<file path="config.mk">
export PLATFORM = sky130hd
export DESIGN_NAME = dc0b_ctrl
export DESIGN_NICKNAME = d
export VERILOG_FILES = /design/src/dc0b_ctrl_fix.sv /design/src/dc0b_pkg.sv /design/src/dc0b_ctrl.sv
export VERILOG_INCLUDE_DIRS = /design/src /design/src/src
export SDC_FILE = /design/constraint.sdc
export NUM_CORES = 1
export LEC_CHECK = 0
export BUFFER_PORTS_ARGS = -buffer_cell sky130_fd_sc_hd__buf_2
export CAP_MARGIN = 10
export CORE_ASPECT_RATIO = 1.25
export CORE_MARGIN = 3
export CORE_UTILIZATION = 61
export CTS_CLUSTER_SIZE = 28
export DETAILED_ROUTE_END_ITERATION = 12
export PLACE_DENSITY_LB_ADDON = 0.3
export SYNTH_ARGS = -nofsm -noshare
export SYNTH_HDL_FRONTEND = slang
export SYNTH_SLANG_ARGS = --single-unit
</file>
<file path="constraint.sdc">
create_clock -name clk -period 17.2 [get_ports clk]
set_input_delay 4.3 -clock clk [delete_from_list [all_inputs] [get_ports clk]]
set_output_delay 4.3 -clock clk [all_outputs]
set_load 0.05 [all_outputs]
</file>
<file path="src/dc0b_cfg.svh">
`ifndef DC0B_CFG_SVH
`define DC0B_CFG_SVH
// Register byte offsets; wide registers are big-endian, top byte first
`define DC0B_OFS_SRC_TOP 8'h20
`define DC0B_OFS_SRC_LOW 8'h23
`define DC0B_OFS_MAR_TOP 8'h28
`define DC0B_OFS_MAR_LOW 8'h2b
`define DC0B_OFS_IOAR 8'h2e
`define DC0B_OFS_TCR 8'h2f
`define DC0B_OFS_ACTL 8'h30
`define DC0B_OFS_IST 8'h31
`define DC0B_OFS_ICLR 8'h32
`define DC0B_OFS_IEN 8'h33
// Fixed top address byte and reset values
`define DC0B_TOP_ONES 8'hff
`define DC0B_RST_BYTE 8'h00
`define DC0B_RST_ADDR 24'h000000
`define DC0B_RST_EV 3'h0
// Transfer control B bits (short / full meaning)
`define DC0B_B_EN 7
`define DC0B_B_SZ 6
`define DC0B_B_DIR 5
`define DC0B_B_STEP 4
`define DC0B_B_IE 3
// A-half control bits
`define DC0B_A_EN 7
`define DC0B_A_SZ 6
`define DC0B_A_SDIR 5
`define DC0B_A_SSTEP 4
`define DC0B_A_IE 3
`define DC0B_A_BLK 2
`define DC0B_A_FULL 0
// Address steps
`define DC0B_STEP_BYTE 24'h000001
`define DC0B_STEP_WORD 24'h000002
// Activation codes
`define DC0B_ACT_BURST 3'h0
`define DC0B_ACT_STEAL 3'h2
`define DC0B_ACT_TX 3'h4
`define DC0B_ACT_RX 3'h5
`define DC0B_ACT_FALL 3'h6
`define DC0B_ACT_LOW 3'h7
// Event status bits
`define DC0B_EV_XFER 0
`define DC0B_EV_REFUSE 1
`define DC0B_EV_BADCODE 2
`define DC0B_EV_W 3
`endif

</file>
<file path="src/dc0b_ctrl_fix.sv">
`default_nettype none
`default_nettype wire

</file>
<file path="src/dc0b_pkg.sv">
`default_nettype none
package dc0b_pkg;
  typedef enum logic [2:0] {
    DC0B_SHORT = 3'b001,
    DC0B_FULL_NORM = 3'b010,
    DC0B_FULL_BLK = 3'b100
  } dc0b_mode_type;
  typedef enum logic [3:0] {
    DC0B_OP_IO = 4'b0001,
    DC0B_OP_REPEAT = 4'b0010,
    DC0B_OP_IDLE = 4'b0100,
    DC0B_OP_FULL = 4'b1000
  } dc0b_op_type;
endpackage
`default_nettype wire
</file>
<file path="src/dc0b_ctrl.sv">
// Design decision made here: strobed register access.
`include "dc0b_cfg.svh"
`default_nettype none
module dc0b_ctrl (
  input wire logic clk,
  input wire logic rst,
  input wire logic [7:0] reg_addr,
  input wire logic [7:0] reg_wdata,
  input wire logic reg_wr,
  input wire logic reg_rd,
  output logic [7:0] reg_rdata,
  input wire logic [3:0] tmr_match_a,
  input wire logic ser_tx_empty,
  input wire logic ser_rx_full,
  input wire logic external_transfer_request_pin_n,
  output logic xfer_stb,
  output logic xfer_word,
  output logic [31:0] xfer_src_addr,
  output logic [31:0] xfer_dst_addr,
  output logic [7:0] xfer_io_addr,
  output logic block_area_src,
  output logic [3:0] op_mode,
  output logic xfer_end_irq,
  output logic irq
);
  logic [23:0] mar_b_r, mar_b_nxt, src_r, src_nxt;
  logic [7:0] ioar_r, tcr_r, actl_r, rdata_r;
  logic [`DC0B_EV_W-1:0] ist_r, ist_nxt, ien_r, ev_c;
  logic req_prev_r, steal_r, stb_r, word_r, blk_src_r, end_irq_r, irq_r;
  logic [31:0] src_out_r, dst_out_r;
  logic [7:0] io_out_r;
  dc0b_pkg::dc0b_op_type op_r, op_c;
  dc0b_pkg::dc0b_mode_type mode_c;
  logic [2:0] wr_mar, wr_src;
  logic [7:0] mar_lane [3];
  logic [7:0] src_lane [3];
  logic [2:0] code;
  logic trig, bad, en_c, size_c, ie_c, go_c, fall_c, low_c;
  logic wr_ioar, wr_tcr, wr_actl, wr_iclr, wr_ien, full_c;
  logic [7:0] rd_mux;

  function automatic logic [23:0] step_addr(input logic [23:0] a,
      input logic on, input logic down, input logic word);
    logic [23:0] d;
    d = word ? `DC0B_STEP_WORD : `DC0B_STEP_BYTE;
    if (!on) begin
      step_addr = a;
    end else if (down) begin
      step_addr = a - d;
    end else begin
      step_addr = a + d;
    end
  endfunction

  genvar i;
  for (i = 0; i < 3; i++) begin : g_lane
    assign wr_mar[i] = reg_wr && (reg_addr == `DC0B_OFS_MAR_LOW - 8'(i));
    assign wr_src[i] = reg_wr && (reg_addr == `DC0B_OFS_SRC_LOW - 8'(i));
    assign mar_lane[i] = mar_b_r[8*i +: 8];
    assign src_lane[i] = src_r[8*i +: 8];
  end

  assign wr_ioar = reg_wr && (reg_addr == `DC0B_OFS_IOAR);
  assign wr_tcr = reg_wr && (reg_addr == `DC0B_OFS_TCR);
  assign wr_actl = reg_wr && (reg_addr == `DC0B_OFS_ACTL);
  assign wr_iclr = reg_wr && (reg_addr == `DC0B_OFS_ICLR);
  assign wr_ien = reg_wr && (reg_addr == `DC0B_OFS_IEN);

  // Top bytes are constant ones; clear register reads as zero
  assign rd_mux =
    (reg_addr == `DC0B_OFS_MAR_TOP) ? `DC0B_TOP_ONES :
    (reg_addr == `DC0B_OFS_SRC_TOP) ? `DC0B_TOP_ONES :
    (reg_addr == `DC0B_OFS_MAR_LOW - 8'h02) ? mar_lane[2] :
    (reg_addr == `DC0B_OFS_MAR_LOW - 8'h01) ? mar_lane[1] :
    (reg_addr == `DC0B_OFS_MAR_LOW) ? mar_lane[0] :
    (reg_addr == `DC0B_OFS_SRC_LOW - 8'h02) ? src_lane[2] :
    (reg_addr == `DC0B_OFS_SRC_LOW - 8'h01) ? src_lane[1] :
    (reg_addr == `DC0B_OFS_SRC_LOW) ? src_lane[0] :
    (reg_addr == `DC0B_OFS_IOAR) ? ioar_r :
    (reg_addr == `DC0B_OFS_TCR) ? tcr_r :
    (reg_addr == `DC0B_OFS_ACTL) ? actl_r :
    (reg_addr == `DC0B_OFS_IST) ? {5'h00, ist_r} :
    (reg_addr == `DC0B_OFS_IEN) ? {5'h00, ien_r} : `DC0B_RST_BYTE;

  assign full_c = actl_r[`DC0B_A_FULL];
  assign mode_c = !full_c ? dc0b_pkg::DC0B_SHORT :
    actl_r[`DC0B_A_BLK] ? dc0b_pkg::DC0B_FULL_BLK :
    dc0b_pkg::DC0B_FULL_NORM;
  // Full mode needs both the A-half enable and the master enable
  assign en_c = full_c ? (tcr_r[`DC0B_B_EN] && actl_r[`DC0B_A_EN]) :
    tcr_r[`DC0B_B_EN];
  assign size_c = full_c ? actl_r[`DC0B_A_SZ] : tcr_r[`DC0B_B_SZ];
  assign ie_c = full_c ? actl_r[`DC0B_A_IE] : tcr_r[`DC0B_B_IE];
  assign code = tcr_r[2:0];
  assign fall_c = req_prev_r && !external_transfer_request_pin_n;
  assign low_c = !external_transfer_request_pin_n;

  always_comb begin
    trig = 1'b0;
    bad = 1'b0;
    case (mode_c)
      dc0b_pkg::DC0B_SHORT: begin
        if (!code[2]) begin
          trig = tmr_match_a[code[1:0]];
        end else if (code == `DC0B_ACT_TX) begin
          trig = ser_tx_empty;
        end else if (code == `DC0B_ACT_RX) begin
          trig = ser_rx_full;
        end else if (code == `DC0B_ACT_FALL) begin
          trig = fall_c;
        end else begin
          trig = low_c;
        end
      end
      dc0b_pkg::DC0B_FULL_NORM: begin
        if (code == `DC0B_ACT_BURST) begin
          trig = 1'b1;
        end else if (code == `DC0B_ACT_STEAL) begin
          trig = steal_r;
        end else if (code == `DC0B_ACT_FALL) begin
          trig = fall_c;
        end else if (code == `DC0B_ACT_LOW) begin
          trig = low_c;
        end else begin
          bad = 1'b1;
        end
      end
      dc0b_pkg::DC0B_FULL_BLK: begin
        if (!code[2]) begin
          trig = tmr_match_a[code[1:0]];
        end else if (code == `DC0B_ACT_FALL) begin
          trig = fall_c;
        end else begin
          bad = 1'b1;
        end
      end
      default: trig = 1'b0;
    endcase
  end

  // Unavailable codes never transfer; flagged for software instead
  assign go_c = en_c && trig && !bad;

  always_comb begin
    mar_b_nxt = mar_b_r;
    src_nxt = src_r;
    if (go_c && !full_c) begin
      mar_b_nxt = step_addr(mar_b_r, 1'b1, tcr_r[`DC0B_B_DIR],
        size_c);
    end else if (go_c) begin
      mar_b_nxt = step_addr(mar_b_r, tcr_r[`DC0B_B_STEP],
        tcr_r[`DC0B_B_DIR], size_c);
      src_nxt = step_addr(src_r, actl_r[`DC0B_A_SSTEP],
        actl_r[`DC0B_A_SDIR], size_c);
    end
    // Software write of a byte wins over the step in that lane
    for (int k = 0; k < 3; k++) begin
      if (wr_mar[k]) begin
        mar_b_nxt[8*k +: 8] = reg_wdata;
      end
      if (wr_src[k]) begin
        src_nxt[8*k +: 8] = reg_wdata;
      end
    end
  end

  always_comb begin
    op_c = dc0b_pkg::DC0B_OP_FULL;
    if (!full_c && !tcr_r[`DC0B_B_STEP]) begin
      op_c = dc0b_pkg::DC0B_OP_IO;
    end else if (!full_c && !tcr_r[`DC0B_B_IE]) begin
      op_c = dc0b_pkg::DC0B_OP_REPEAT;
    end else if (!full_c) begin
      op_c = dc0b_pkg::DC0B_OP_IDLE;
    end
  end

  assign ev_c = {bad, trig && !en_c && !bad, go_c};
  // Set wins over a clear in the same cycle
  assign ist_nxt = (ist_r & ~(wr_iclr ? reg_wdata[`DC0B_EV_W-1:0] :
    `DC0B_RST_EV)) | ev_c;

  always_ff @(posedge clk or posedge rst) begin
    if (rst) begin
      mar_b_r <= `DC0B_RST_ADDR;
      src_r <= `DC0B_RST_ADDR;
      ioar_r <= `DC0B_RST_BYTE;
      tcr_r <= `DC0B_RST_BYTE;
      actl_r <= `DC0B_RST_BYTE;
      ist_r <= `DC0B_RST_EV;
      ien_r <= `DC0B_RST_EV;
      rdata_r <= `DC0B_RST_BYTE;
    end else begin
      mar_b_r <= mar_b_nxt;
      src_r <= src_nxt;
      ioar_r <= wr_ioar ? reg_wdata : ioar_r;
      tcr_r <= wr_tcr ? reg_wdata : tcr_r;
      actl_r <= wr_actl ? reg_wdata : actl_r;
      ist_r <= ist_nxt;
      ien_r <= wr_ien ? reg_wdata[`DC0B_EV_W-1:0] : ien_r;
      rdata_r <= reg_rd ? rd_mux : `DC0B_RST_BYTE;
    end
  end

  // Pin history starts high, so a pin already low at reset is taken as a falling edge
  always_ff @(posedge clk or posedge rst) begin
    if (rst) begin
      req_prev_r <= 1'b1;
      steal_r <= 1'b0;
      stb_r <= 1'b0;
      word_r <= 1'b0;
      src_out_r <= 32'h00000000;
      dst_out_r <= 32'h00000000;
      io_out_r <= `DC0B_RST_BYTE;
      blk_src_r <= 1'b0;
      op_r <= dc0b_pkg::DC0B_OP_IO;
      end_irq_r <= 1'b0;
      irq_r <= 1'b0;
    end else begin
      req_prev_r <= external_transfer_request_pin_n;
      steal_r <= !steal_r;
      stb_r <= go_c;
      word_r <= size_c;
      src_out_r <= {`DC0B_TOP_ONES, full_c ? src_r : mar_b_r};
      dst_out_r <= {`DC0B_TOP_ONES, mar_b_r};
      io_out_r <= full_c ? `DC0B_RST_BYTE : ioar_r;
      blk_src_r <= (mode_c == dc0b_pkg::DC0B_FULL_BLK) &&
        tcr_r[`DC0B_B_IE];
      op_r <= op_c;
      end_irq_r <= ie_c && !en_c;
      irq_r <= |(ist_nxt & ien_r);
    end
  end

  assign reg_rdata = rdata_r;
  assign xfer_stb = stb_r;
  assign xfer_word = word_r;
  assign xfer_src_addr = src_out_r;
  assign xfer_dst_addr = dst_out_r;
  assign xfer_io_addr = io_out_r;
  assign block_area_src = blk_src_r;
  assign op_mode = op_r;
  assign xfer_end_irq = end_irq_r;
  assign irq = irq_r;

  property p_src_inc;
    @(posedge clk) disable iff (rst)
    (go_c && full_c && actl_r[4] && !actl_r[5] && !size_c && !(|wr_src))
    |=> (src_r == $past(src_r) + 24'h000001);
  endproperty
  a_src_inc: assert property (p_src_inc)
    else $error("source byte increment wrong");

  property p_src_dec;
    @(posedge clk) disable iff (rst)
    (go_c && full_c && actl_r[4] && actl_r[5] && size_c && !(|wr_src))
    |=> (src_r == $past(src_r) - 24'h000002);
  endproperty
  a_src_dec: assert property (p_src_dec)
    else $error("source word decrement wrong");

  property p_disabled;
    @(posedge clk) disable iff (rst)
    !tcr_r[7] |=> !xfer_stb;
  endproperty
  a_disabled: assert property (p_disabled)
    else $error("transfer while disabled");

  property p_top_ones;
    @(posedge clk) disable iff (rst)
    (reg_rd && reg_addr == 8'h28) |=> (reg_rdata == 8'hff);
  endproperty
  a_top_ones: assert property (p_top_ones)
    else $error("address top byte not all ones");

  property p_short_inc;
    @(posedge clk) disable iff (rst)
    (go_c && !full_c && !tcr_r[5] && tcr_r[6] && !(|wr_mar))
    |=> (mar_b_r == $past(mar_b_r) + 24'h000002) && xfer_stb;
  endproperty
  a_short_inc: assert property (p_short_inc)
    else $error("short mode increment wrong");

  property p_short_dec;
    @(posedge clk) disable iff (rst)
    (go_c && !full_c && tcr_r[5] && !tcr_r[6] && !(|wr_mar))
    |=> (mar_b_r == $past(mar_b_r) - 24'h000001);
  endproperty
  a_short_dec: assert property (p_short_dec)
    else $error("short mode decrement wrong");

  property p_bad_code;
    @(posedge clk) disable iff (rst)
    (mode_c == dc0b_pkg::DC0B_FULL_NORM && code == 3'h1)
    |=> !xfer_stb ##0 ist_r[2];
  endproperty
  a_bad_code: assert property (p_bad_code)
    else $error("unavailable code transferred");

  property p_blk_tmr;
    @(posedge clk) disable iff (rst)
    (mode_c == dc0b_pkg::DC0B_FULL_BLK && en_c && !code[2]
      && tmr_match_a[code[1:0]]) |=> xfer_stb;
  endproperty
  a_blk_tmr: assert property (p_blk_tmr)
    else $error("block timer trigger missed");

  property p_dst_fixed;
    @(posedge clk) disable iff (rst)
    (go_c && full_c && !tcr_r[4] && !(|wr_mar)) |=> $stable(mar_b_r);
  endproperty
  a_dst_fixed: assert property (p_dst_fixed)
    else $error("destination moved while fixed");

  property p_irq_gate;
    @(posedge clk) disable iff (rst)
    (!full_c && !tcr_r[3]) |=> !xfer_end_irq;
  endproperty
  a_irq_gate: assert property (p_irq_gate)
    else $error("transfer interrupt not suppressed");
endmodule
`default_nettype wire

</file>
==> results.tsv <==
metric	value	unit
DRT antenna net count	0	
switching power	381	uW
worst reg-to-reg path cell count	12	
number of global-route vias before repair	6982	
largest net degree at the start of global routing	93	
# diodes	0	
core area	13900	sq um
Via-to-Cell Ratio	6.28	
vias	7410	
Mapped Avg Cell Area	9.72	sq um
total global-route track usage	30.8	%
status	finished clean	
Area Overhead vs Synth	13.7	%
initial antenna violation count	0	
I/O Buffers	115	
RSZ-0062 raised after global routing	no	
compound-gate portion of the synthesized area	18.2	%
Post-synth EDFFs	0	
Synth top area share	43.4	%
HP Class	flip-flop to flip-flop	
Max VDD drop	0.0934	mV
layout cells sized above 1	22.1	%
initial drt markers	646	
Slew @ Worst Pin	1.03	ns
# nets final	1066	
critical path type	primary input to flip-flop	
ys async rst share	100	%
Synth Flop Type	dfrtp_1	
R2R Setup Slk	12.91	ns
global route total overflow	0	
post-synth top area cell	dfrtp_1	
part of the cycle the worst path needs	36.8	%
placed cell areas	9360	sq um
drt wl/cell	20.6	microns
die height	140	microns
clk_lat worst skew	0.42	ns
WP data arrival	6.63	ns
hold path cells	1	
PD cells	111	nW/um^2
sequential area share after synthesis	44.0	%
final count of negative-setup-slack endpoints	0	
syn_nets	977	
Max Slew Vio Count	0	
R2R Path End	mar_b_r[23]	
Synth Register Bits	154	
DRC	0	
CP required	17.51	ns
crit path time final	6.32	ns
global-route wire length before repair	38.2	mm
starting density of the core	62.9	%
max_slew headroom	31.5	%
top-count cell post-synth	dfrtp_1	
switching share of power	34.5	%
Post-CTS Resized	0	
Hold Vio Cnt, Final	0	
final setup skew	0.00816	ns
Reg power frac	41.1	%
deepest clock path buffer count	2	
Leak	0.00508	uW
proportion of power drawn by combinational gates	24.0	%
Synth Instances	902	
Clock transition at path regs	0.06	ns
CTS Buf Count	17	
Hold Path End	steal_r	
IO Count	116	
Setup crit end kind	flip-flop	
DIE AREA	15800	sq um
Rows	48	
Distinct cells, synth	67	
top post-synthesis cells by area	dfrtp_1 43%, mux2_2 6.7%, ha_1 6.6%, a21oi_1 5.0%, nor2_1 3.3%	
first drt pass iteration count	6	
H-tree levels	4	
main combinational cell family by area after synthesis	compound AO/OA/AOI/OAI gates	
synth cell count leaders	152 x dfrtp_1, 87 x a21oi_1, 76 x nor2_1	
startpoint types	primary input	
final setup TNS	0	ns
Syn Std Cell Area	8760	sq um
worst r2r src	actl_r[0]	
FMAX	158	MHz
Syn. warnings	0	
Final Cell Area	9960	sq um
Post-Synth Simple-Gate Area	13.2	%
# hold bufs at CTS	0	
Max-cap violations	0	
GPL Wtd Cong	0.984	
worst-path maximum fanout	15	
Die X-Extent	113	microns
Root Driver	clkbuf_16	
Adder-Cell Fraction of Synth Area	7.02	%
post-synthesis mux area share	9.91	%
final WL	24.3	mm
fin util	71.5	%
CTS tree	done	
CTS sink cnt	154	
Clock power frac	34.8	%
P_int	722	uW
setup bufs post-CTS	0	
XOR/XNOR share of the synthesized area	3.30	%
Final HPWL DP	16.9	mm
worst hold path startpoint	steal_r	
==> flip-flops by register name, summed over array words and instances (netlist names), 3 cells and up <==
signal / count
mar_b_r: 24
ioar_r: 8
reg_rdata: 8
xfer_io_addr: 8
ien_r: 3
ist_r: 3
tcr_r: 8
xfer_src_addr: 24
op_mode: 4
actl_r: 8
xfer_dst_addr: 25
src_r: 24
==> per-layer routing <==
metal	vias up	GRT usage [%]	share of wire [%]
met2	402	49.4	47
met5	-	0	0
li1	3403	-	-
met3	67	5.32	8.9
met4	0	12.3	3.6
met1	3538	41.7	41
==> layout make-up <==
cell class                      count  area [sq um]
Fill cell                        1031          3970
Timing Repair Buffer              121           621
Clock inverter                     11           144
Sequential cell                   154          3860
Tap cell                          175           219
Multi-Input combinational cell    666          4540
Inverter                           31           121
Clock buffer                       21           460
==> cell families after synthesis <==
family / Yosys count
multiplexers: 79
flip-flops: 154
AO/OA/AOI/OAI: 259
buffers and inverters: 82
other: 1
XOR/XNOR: 33
adder cells (fa/ha/maj): 48
AND/OR/NAND/NOR: 246
==> critical path, stage by stage <==
cell	delay, ns
buf_2	0.11
nor4b_2	0.46
and2b_1	0.29
nand3_1	0.29
nor2_1	0.76
mux2_2	0.41
==> cells in the final DEF (no fill, tap or decap), types with 17 or more instances in the layout <==
cell and count:
a21o_1 17, xnor2_1 22, ha_1 46, mux2_2 52, a21oi_1 87, inv_1 25
dfrtp_1 151, nor2_1 76, nor3_1 17, clkbuf_16 17, o21ai_1 35, nand2_1 74
mux2i_1 26, buf_2 115, o21ai_0 36
==> power by group through the flow <==
| stage | clock, uW | combinational (uW) | sequential [uW] |
|---|---|---|---|
| 3_5_place_dp | 0 | 264 | 457 |
| 5_1_grt | 403 | 284 | 458 |
| 2_1_floorplan | 0 | 121 | 528 |
| 6_report | 384 | 265 | 454 |
| 3_3_place_gp | 0 | 259 | 458 |
| 4_1_cts | 387 | 265 | 453 |
==> metrics by stage <==
| step | hold WS (ns) | power (uW) | instances | setup slack [ns] |
|---|---|---|---|---|
| after floorplan | 0.383 | 648 | 902 | 8.75 |
| after CTS | 0.407 | 1100 | 1179 | 10.95 |
| final | 0.405 | 1100 | 1179 | 10.88 |
| after global routing | 0.428 | 1150 | 1179 | 10.73 |
| after detailed placement | 0.398 | 721 | 1147 | 10.48 |
| after global placement | 0.394 | 717 | 1147 | 10.57 |
==> worst max-delay path by stage <==
stage	startpoint	to	cells past startpoint
after global placement	reg_addr[4]	mar_b_r[14]	6
after global routing	reg_addr[4]	mar_b_r[14]	6
after detailed placement	reg_addr[4]	mar_b_r[14]	6
after CTS	reg_addr[4]	mar_b_r[14]	6
after floorplan	rst	actl_r[0]	1
final	reg_addr[4]	mar_b_r[14]	6
(Power assumes the default switching activity.)
